[config.mk]
export PLATFORM = sky130hd
export DESIGN_NAME = rxai_top
export DESIGN_NICKNAME = d
export VERILOG_FILES = /design/src/logic/rxai_pkg.sv /design/src/logic/rxai_top.sv
export VERILOG_INCLUDE_DIRS = /design/src /design/src/logic
export SDC_FILE = /design/constraint.sdc
export NUM_CORES = 1
export LEC_CHECK = 0
export CAP_MARGIN = 10
export CORE_MARGIN = 2
export CORE_UTILIZATION = 30
export DETAILED_ROUTE_END_ITERATION = 8
export DONT_BUFFER_PORTS = 1
export REMOVE_ABC_BUFFERS = 1
export SLEW_MARGIN = 15
export SYNTH_ARGS = -nofsm -noshare
export SYNTH_HDL_FRONTEND = slang
export SYNTH_SLANG_ARGS = --single-unit
[constraint.sdc]
create_clock -name ref_clk -period 5.3 [get_ports ref_clk]
set_input_delay 0.265 -clock ref_clk [delete_from_list [all_inputs] [get_ports ref_clk]]
set_output_delay 0.265 -clock ref_clk [all_outputs]
set_load 0.02 [all_outputs]
[src/logic/rxai_consts.svh]
`ifndef RXAI_CONSTS_SVH
`define RXAI_CONSTS_SVH
// Register indices; byte address is four times the index
`define RXAI_IDX_CHIP 6'h02
`define RXAI_IDX_MASK 6'h04
`define RXAI_IDX_STICKY 6'h05
`define RXAI_IDX_CMU 6'h06
`define RXAI_IDX_LOCK 6'h07
`define RXAI_IDX_CAL 6'h08
`define RXAI_IDX_ALARM 6'h09
`define RXAI_IDX_LOSC 6'h0a
// Field positions
`define RXAI_GIE_BIT 5
`define RXAI_LK_UNLOCK_ON_LOS 6
`define RXAI_LK_REF_ON_LOS 5
`define RXAI_LK_KEEP_DATA 4
`define RXAI_LK_MODE_OVR 3
`define RXAI_LK_MODE_SEL 2
`define RXAI_LK_CMU_REF 1
`define RXAI_LK_REF_PRESENT 0
`define RXAI_CAL_RECAL 3
`define RXAI_CAL_SWRST 0
`define RXAI_LC_QUAL_EN 3
`define RXAI_LC_ONES 2
`define RXAI_LC_ZEROS 1
`define RXAI_LC_ANALOG_EN 0
`define RXAI_AL_LOS 5
`define RXAI_AL_LOL 4
`define RXAI_AL_UNSYNC 1
// Reset values
`define RXAI_RST_CMU 8'h40
`define RXAI_RST_LOCK 7'h00
`define RXAI_RST_MASK 7'h00
`define RXAI_RST_LOSC 4'h0
`define RXAI_RST_VCO 2'h0
// Codes
`define RXAI_BW_380K 4'h4
`define RXAI_VCO_AUTO 2'h0
`define RXAI_VCO_NOREF 2'h1
`define RXAI_VCO_REF 2'h2
`define RXAI_VCO_BAD 2'h3
`endif

[src/logic/rxai_pkg.sv]
package rxai_pkg;
  // Detector levels from the analog and data-path side
  typedef struct packed {
    logic cal_done;         // Calibration engine finished
    logic ref_missing;      // Reference clock frequency far off
    logic analog_loss;      // Analog loss of signal
    logic run_zeros;        // Zero run reached threshold
    logic run_ones;         // One run reached threshold
    logic quality_loss;     // Signal quality loss
    logic freq_unlock;      // Frequency-compare unlock
    logic sqm_unlock;       // Quality-based unlock
    logic fifo_fault;       // FIFO over or underflow
    logic pat_err_limit;    // Checker hit target error count
    logic pat_unsynced;     // Checker lost pattern sync
    logic sqm_alarm;        // Quality monitor met threshold
  } rxai_det_s;
  // Controls driven to the receiver
  typedef struct packed {
    logic [3:0] jitter_bw_select;   // CMU bandwidth code
    logic jitter_bw_supported;      // Code is the one supported value
    logic lock_to_ref;              // Lock-to-reference active
    logic keep_data_lock_attempt;   // CDR keeps trying data lock
    logic unlock_uses_quality;      // Unlock judged by quality
    logic cmu_ref_lock;             // CMU locked to reference
    logic receive_reference_present; // Reference applied
    logic vco_center_on_ref;        // Centre VCO on reference
    logic vco_full_sweep;           // Sweep whole VCO range
    logic recal_start;              // One-cycle calibration start
    logic loss_of_lock;             // Receive loss of lock
    logic loss_of_signal;           // Receive loss of signal
  } rxai_ctl_s;
  // Calibration sequencer
  typedef enum logic [0:0] {
    RXAI_CAL_IDLE = 1'b0,
    RXAI_CAL_BUSY = 1'b1
  } rxai_cal_e;
  // Whole module state
  typedef struct packed {
    rxai_det_s s1;
    rxai_det_s s2;
    rxai_det_s s3;
    rxai_det_s filt;
    logic gie;
    logic [6:0] mask;
    logic [6:0] sticky;
    logic [7:0] cmu;
    logic [6:0] lock;
    rxai_cal_e cal;
    logic [1:0] vco;
    logic sw_rst;
    logic [3:0] losc;
    logic [6:0] alarm;
    rxai_ctl_s ctl;
    logic irq;
    logic [31:0] prdata;
    logic pslverr;
  } rxai_state_s;
endpackage

[src/logic/rxai_top.sv]
`timescale 1ns/1ps
`include "rxai_consts.svh"
module rxai_top
  import rxai_pkg::*;
(
  input wire logic ref_clk,                 // 20 MHz clock
  input wire logic reset_n,                 // Synchronous reset, low
  input wire logic psel,                    // APB select
  input wire logic penable,                 // APB enable
  input wire logic pwrite,                  // APB direction
  input wire logic [7:0] paddr,             // APB byte address
  input wire logic [31:0] pwdata,           // APB write data
  output logic [31:0] prdata,               // APB read data
  output logic pready,                      // APB ready
  output logic pslverr,                     // APB error
  input wire rxai_det_s det_in,             // Asynchronous detector levels
  input wire logic fifo_self_recover,       // FIFO auto reset on
  input wire logic pattern_checker_enabled, // Checker enabled
  output rxai_ctl_s ctl_out,                // Receiver controls
  output logic irq_out                      // Interrupt, high
);

  // Address decode shared by read and write paths
  function automatic logic rxai_hit(input logic [7:0] a, input logic [5:0] idx);
    rxai_hit = (a[1:0] == 2'h0) && (a[7:2] == idx);
  endfunction

  rxai_state_s st;      // Registered state
  rxai_state_s nxt_st;  // Next state

  // Zero-wait slave, data and error from flops
  assign pready = 1'b1;
  assign prdata = st.prdata;
  assign pslverr = st.pslverr;
  assign ctl_out = st.ctl;
  assign irq_out = st.irq;

  // Next-state logic
  always_comb begin
    logic setup;
    logic wr;
    logic mapped;
    logic cal_done_rise;
    logic fifo_rise;
    logic digital_signal_loss;
    logic los;
    logic ltr_act;
    logic use_q;
    logic ref_ok;
    logic [6:0] keep;
    logic [7:0] rd;
    setup = 1'b0;
    wr = 1'b0;
    mapped = 1'b0;
    cal_done_rise = 1'b0;
    fifo_rise = 1'b0;
    digital_signal_loss = 1'b0;
    los = 1'b0;
    ltr_act = 1'b0;
    use_q = 1'b0;
    ref_ok = 1'b0;
    keep = 7'h7f;
    rd = 8'h00;
    nxt_st = st;

    // Three-stage input capture; a change counts when stages two and three agree
    nxt_st.s1 = det_in;
    nxt_st.s2 = st.s1;
    nxt_st.s3 = st.s2;
    nxt_st.filt = (st.s2 & st.s3) | (st.filt & (st.s2 ^ st.s3));
    cal_done_rise = nxt_st.filt.cal_done & ~st.filt.cal_done;
    fifo_rise = nxt_st.filt.fifo_fault & ~st.filt.fifo_fault;

    // Bus phases
    setup = psel & ~penable;
    wr = psel & penable & pwrite;
    mapped = rxai_hit(paddr, `RXAI_IDX_CHIP) | rxai_hit(paddr, `RXAI_IDX_MASK)
           | rxai_hit(paddr, `RXAI_IDX_STICKY) | rxai_hit(paddr, `RXAI_IDX_CMU)
           | rxai_hit(paddr, `RXAI_IDX_LOCK) | rxai_hit(paddr, `RXAI_IDX_CAL)
           | rxai_hit(paddr, `RXAI_IDX_ALARM) | rxai_hit(paddr, `RXAI_IDX_LOSC);

    // Calibration completes on the done edge
    nxt_st.ctl.recal_start = 1'b0;
    if (st.cal == RXAI_CAL_BUSY && cal_done_rise) begin
      nxt_st.cal = RXAI_CAL_IDLE;
    end

    // Register writes
    if (wr && mapped) begin
      if (rxai_hit(paddr, `RXAI_IDX_CHIP)) begin
        nxt_st.gie = pwdata[`RXAI_GIE_BIT];
      end
      if (rxai_hit(paddr, `RXAI_IDX_MASK)) begin
        nxt_st.mask = pwdata[6:0];
      end
      if (rxai_hit(paddr, `RXAI_IDX_STICKY)) begin
        keep = pwdata[6:0];
      end
      if (rxai_hit(paddr, `RXAI_IDX_CMU)) begin
        // Bit 3 stays zero; low bits kept as written
        nxt_st.cmu = {pwdata[7:4], 1'b0, pwdata[2:0]};
      end
      if (rxai_hit(paddr, `RXAI_IDX_LOCK)) begin
        nxt_st.lock = pwdata[6:0];
      end
      if (rxai_hit(paddr, `RXAI_IDX_CAL)) begin
        nxt_st.vco = pwdata[2:1];
        // Start only from idle; writing zero does not abort
        if (pwdata[`RXAI_CAL_RECAL] && st.cal == RXAI_CAL_IDLE) begin
          nxt_st.cal = RXAI_CAL_BUSY;
          nxt_st.ctl.recal_start = 1'b1;
        end
        if (pwdata[`RXAI_CAL_SWRST]) begin
          nxt_st.sw_rst = 1'b1;
        end
      end
      if (rxai_hit(paddr, `RXAI_IDX_LOSC)) begin
        nxt_st.losc = pwdata[3:0];
      end
    end

    // Soft reset restores receive registers one cycle after it is set
    if (st.sw_rst) begin
      nxt_st.mask = `RXAI_RST_MASK;
      nxt_st.sticky = 7'h00;
      nxt_st.cmu = `RXAI_RST_CMU;
      nxt_st.lock = `RXAI_RST_LOCK;
      nxt_st.vco = `RXAI_RST_VCO;
      nxt_st.losc = `RXAI_RST_LOSC;
      nxt_st.cal = RXAI_CAL_IDLE;
      nxt_st.sw_rst = 1'b0;
      keep = 7'h00;
    end

    // Sticky bits: a new alarm wins over a write of zero
    nxt_st.sticky = (st.sticky & keep) | st.alarm;
    if (!nxt_st.gie) begin
      nxt_st.sticky = 7'h00;
    end

    // Loss of signal from gated detections
    digital_signal_loss = (nxt_st.losc[`RXAI_LC_ZEROS] & nxt_st.filt.run_zeros)
         | (nxt_st.losc[`RXAI_LC_ONES] & nxt_st.filt.run_ones);
    los = (nxt_st.losc[`RXAI_LC_ANALOG_EN] & nxt_st.filt.analog_loss)
        | digital_signal_loss
        | (nxt_st.losc[`RXAI_LC_QUAL_EN] & nxt_st.filt.quality_loss);

    // Lock-to-reference and unlock mode
    ltr_act = nxt_st.lock[`RXAI_LK_CMU_REF]
            | (nxt_st.lock[`RXAI_LK_REF_ON_LOS] & los);
    if (nxt_st.lock[`RXAI_LK_MODE_OVR]) begin
      use_q = nxt_st.lock[`RXAI_LK_MODE_SEL];
    end else begin
      use_q = ~ltr_act;
    end

    // Live alarm vector
    nxt_st.alarm[6] = nxt_st.filt.ref_missing;
    nxt_st.alarm[5] = los;
    nxt_st.alarm[4] = (use_q ? nxt_st.filt.sqm_unlock : nxt_st.filt.freq_unlock)
                    | (nxt_st.lock[`RXAI_LK_UNLOCK_ON_LOS] & los)
                    | (nxt_st.vco == `RXAI_VCO_BAD);
    // With auto reset the fault shows for one cycle only
    nxt_st.alarm[3] = fifo_self_recover ? fifo_rise : nxt_st.filt.fifo_fault;
    nxt_st.alarm[2] = nxt_st.filt.pat_err_limit;
    nxt_st.alarm[1] = pattern_checker_enabled & nxt_st.filt.pat_unsynced;
    nxt_st.alarm[0] = nxt_st.filt.sqm_alarm;

    // VCO calibration mode decode
    ref_ok = ~nxt_st.filt.ref_missing & nxt_st.lock[`RXAI_LK_REF_PRESENT];
    case (nxt_st.vco)
      `RXAI_VCO_AUTO: begin
        nxt_st.ctl.vco_center_on_ref = ref_ok;
        nxt_st.ctl.vco_full_sweep = ~ref_ok;
      end
      `RXAI_VCO_NOREF: begin
        nxt_st.ctl.vco_center_on_ref = 1'b0;
        nxt_st.ctl.vco_full_sweep = 1'b1;
      end
      `RXAI_VCO_REF: begin
        nxt_st.ctl.vco_center_on_ref = 1'b1;
        nxt_st.ctl.vco_full_sweep = 1'b0;
      end
      default: begin
        nxt_st.ctl.vco_center_on_ref = 1'b0;
        nxt_st.ctl.vco_full_sweep = 1'b0;
      end
    endcase

    // Receiver controls
    nxt_st.ctl.jitter_bw_select = nxt_st.cmu[7:4];
    nxt_st.ctl.jitter_bw_supported = (nxt_st.cmu[7:4] == `RXAI_BW_380K);
    nxt_st.ctl.lock_to_ref = ltr_act;
    nxt_st.ctl.keep_data_lock_attempt = ltr_act & nxt_st.lock[`RXAI_LK_KEEP_DATA];
    nxt_st.ctl.unlock_uses_quality = use_q;
    nxt_st.ctl.cmu_ref_lock = nxt_st.lock[`RXAI_LK_CMU_REF];
    nxt_st.ctl.receive_reference_present = nxt_st.lock[`RXAI_LK_REF_PRESENT];
    nxt_st.ctl.loss_of_lock = nxt_st.alarm[4];
    nxt_st.ctl.loss_of_signal = los;

    // Interrupt gating
    nxt_st.irq = nxt_st.gie & (|(nxt_st.sticky & ~nxt_st.mask));

    // Read data captured in the setup phase
    case (paddr[7:2])
      `RXAI_IDX_CHIP: rd = {2'h0, st.gie, 5'h00};
      `RXAI_IDX_MASK: rd = {1'b0, st.mask};
      `RXAI_IDX_STICKY: rd = {1'b0, st.sticky};
      `RXAI_IDX_CMU: rd = st.cmu;
      `RXAI_IDX_LOCK: rd = {1'b0, st.lock[6:3], st.ctl.unlock_uses_quality, st.lock[1:0]};
      `RXAI_IDX_CAL: rd = {4'h0, (st.cal == RXAI_CAL_BUSY), st.vco, st.sw_rst};
      `RXAI_IDX_ALARM: rd = {1'b0, st.alarm};
      `RXAI_IDX_LOSC: rd = {4'h0, st.losc};
      default: rd = 8'h00;
    endcase
    nxt_st.pslverr = 1'b0;
    if (setup) begin
      nxt_st.prdata = {24'h000000, (mapped ? rd : 8'h00)};
      nxt_st.pslverr = ~mapped;
    end else if (psel) begin
      nxt_st.pslverr = st.pslverr;
    end
  end

  // State register with synchronous reset
  always_ff @(posedge ref_clk) begin
    if (!reset_n) begin
      st <= '0;
      st.cmu <= `RXAI_RST_CMU;
      st.lock <= `RXAI_RST_LOCK;
      st.mask <= `RXAI_RST_MASK;
      st.losc <= `RXAI_RST_LOSC;
      st.vco <= `RXAI_RST_VCO;
    end else begin
      st <= nxt_st;
    end
  end
endmodule

==> impl_results.md <==
- Status: complete, no violations
- Fillers: around 1500
- Crit share post-route: 51.0%
- Inst Count DP: between 600 and 700
- R2R Path Start: st[60]
- Max Root-Sink Buffers: 2
- Fmax: around 370 MHz
- Fin crit period: 2.70 ns
- Util after Layout: 31.7%
- Synth top area cells: dfxtp_1 46%, buf_4 7.7%, mux2i_1 7.5%, and2_1 7.4%, nor2_1 3.3%
- Crit Path Class: reg -> reg
- Slew @ Worst Pin: 0.863 ns
- Synth cell types: 47
- RSZ-0062 raised after global routing: no
- Final std cells w/o fill: ~640
- Vias: 3028
- CTS tree: built
- Flops & latches, synth: 107
- Max-slew violation total from the final report: 0
- Synth-to-layout area growth: 3.43%
- Site Rows: between 40 and 50
- Largest fanout on the critical path: 24
- Hpwl dp: 7030 um
- DR iter-0 viols: 202
- Setup Skew: ~0.008 ns
- Final hold vios: 0
- 1st-pass router iterations: 4
- H-Tree Level Count: 3
- Vias in the first global route: 2945
- Setup TNS Final: 0 ns
- Area leader, netlist: dfxtp_1
- Root Buffer: clkbuf_16
- Max-cap violations: 0
- WHS Endpoint: nxt_st[124]
- CTS Buf Count: 9
- Die W: 129 um
- Routed wire length: 9960 um
- Largest net degree at the start of global routing: between 60 and 70
- Initial antenna violation count: 0
- Crit end category: flip-flop
- Most common cell after layout, fill and taps aside: dfxtp_1
- Worst Hold Class: in -> reg
- Worst reg-to-reg path cell count: 6
- Initial core utilization: 30.7%
- CP Launch Type: flip-flop
- EDFF count, synth: 0
- Final ANT Viol Nets: 0
- R2R Setup Slk: 2.60 ns
- First-pass GRT wire length: about 16000 um
- Req. time, crit path: ~5.5 ns
- Die extent in y: 129 um
- Power per cell area: 311 nW/um2
- Lkg Pwr: 0.00207 uW
- Nets: 515
- Core area: 15200 um2
- PnR Total Power: roughly 1500 uW
- Port buffer count: 0
- Slew headroom: ~42%
- Worst-case vdd ir drop: 0.152 mV
- Top-area cell type share of the netlist area: 45.9%
- Hold Path Cell Cnt: 1
- Ports: 109
- Syn_area_per_cell: 9.74 um2
- Most frequent cells in the layout: 107 x dfxtp_1, 55 x and2_1, 41 x nor2_1
- Final setup violation count: 0
- DR vias/cell: between 4 and 5
- Worst skew pair latency: approximately 0.34 ns
- GPL Wtd Cong: 0.862
- Total track usage: 12.2%
- Grt ovf: 0
- Top FF cell, synth: dfxtp_1
- Clock sinks: 107
- Inserted Diodes: 0
- # resized after CTS: 0
- Mapped Cells: 479
- HP Start: det_in[6]
- Postcts setup bufs: 0
- DR WL/cell: 15.7 um
- Worst-path clk slew: 0.07 ns
- Mapped Area: 4660 um2
- Seq/Total Area, Yosys: 45.9%
- Share of layout cells above drive strength 1: 6.94%
- Worst reg2reg endpoint: st[53]
- Asr flop ratio synth: 0%
- Die area: 16600 um2
- Residual DRC: 0
- CTS Hold Bufs: 0
- Yosys warns: 0
- CP arrival: 2.93 ns
==> how the worst max path moves through the flow <==
stage,startpoint,endpoint,slack (ns),cells after the start
floorplan,psel,ctl_out[9],2.74,6
global placement,st[60],st[53],2.65,6
detailed placement,st[60],st[53],2.61,6
CTS,st[60],st[53],2.60,6
global route,st[60],st[53],2.35,6
finish,st[60],st[53],2.60,6
==> area by class of cell <==
type / count / area (um2) / area share, %
Inverter: 3 / 11.3 / 0.233
Multi-Input combinational cell: 321 / 2140 / 44.5
Clock buffer: 11 / 253 / 5.24
Tap cell: 188 / 235 / 4.88
Timing Repair Buffer: 2 / 15.0 / 0.311
Clock inverter: 3 / 22.5 / 0.467
Sequential cell: 107 / 2140 / 44.4
==> state kept, by name, summed over array words and instances, names as in the netlist <==
register and flops:
irq_out 1, pslverr 1, prdata 8, st 65
nxt_st 24, ctl_out 8
==> power by group <==
group	switching, uW	leakage (uW)	internal (uW)
combinational	32.1	0.00107	18.6
clock	285	0.000138	342
sequential	7.52	0.000870	817
total	325	0.00207	1180
==> routing by layer <==
| layer | global-route usage (%) | share of wire [%] | wire length [um] |
|---|---|---|---|
| met1 | 15.0 | 45 | 4440 |
| met2 | 19.1 | 45 | 4450 |
| met3 | 5.61 | 8.8 | 875 |
| met4 | 4.09 | 1.9 | 191 |
| met5 | 0 | 0 | 0 |
==> critical path: stages, from the launching register on <==
cell and delay [ns]:
dfxtp_1 0.73, inv_1 0.38, nand2_1 0.74, nor2_1 0.18
a21boi_1 0.21, a211oi_1 0.23, mux2i_1 0.11
==> cell usage after synthesis (all sizes together) (4+ instances only) <==
| library cell | number |
|---|---|
| dfxtp | 107 |
| a21boi | 4 |
| nor2b | 21 |
| and2 | 55 |
| a21oi | 20 |
| mux2 | 4 |
| o21ai | 18 |
| a21o | 4 |
| a22o | 5 |
| nand2 | 18 |
| buf | 53 |
| mux2i | 35 |
| a22oi | 11 |
| nor2 | 41 |
| clkbuf | 18 |
| nand4 | 6 |
| nor3 | 10 |
| ha | 12 |
==> cells by family (layout without fill, tap and decap cells) <==
group	Yosys count	after routing	synth area share (%)
mux	42	42	9.93
flops	107	107	45.9
simple gates	165	165	20.1
other cells	2	25	0.161
fa+ha+maj	12	12	3.22
compound gates	77	77	10.7
buf+inv	74	19	9.93
==> per-stage QoR <==
step           area (um2)  hold WS (ns)  setup slack, ns
2_1_floorplan        4300         0.374             2.74
3_3_place_gp         4550         0.390             2.65
3_5_place_dp         4550         0.395             2.61
4_1_cts              4820        0.0259             2.60
5_1_grt              4820        0.0198             2.35
6_report             4820        0.0446             2.60
Power figures use the tool's default switching activity.
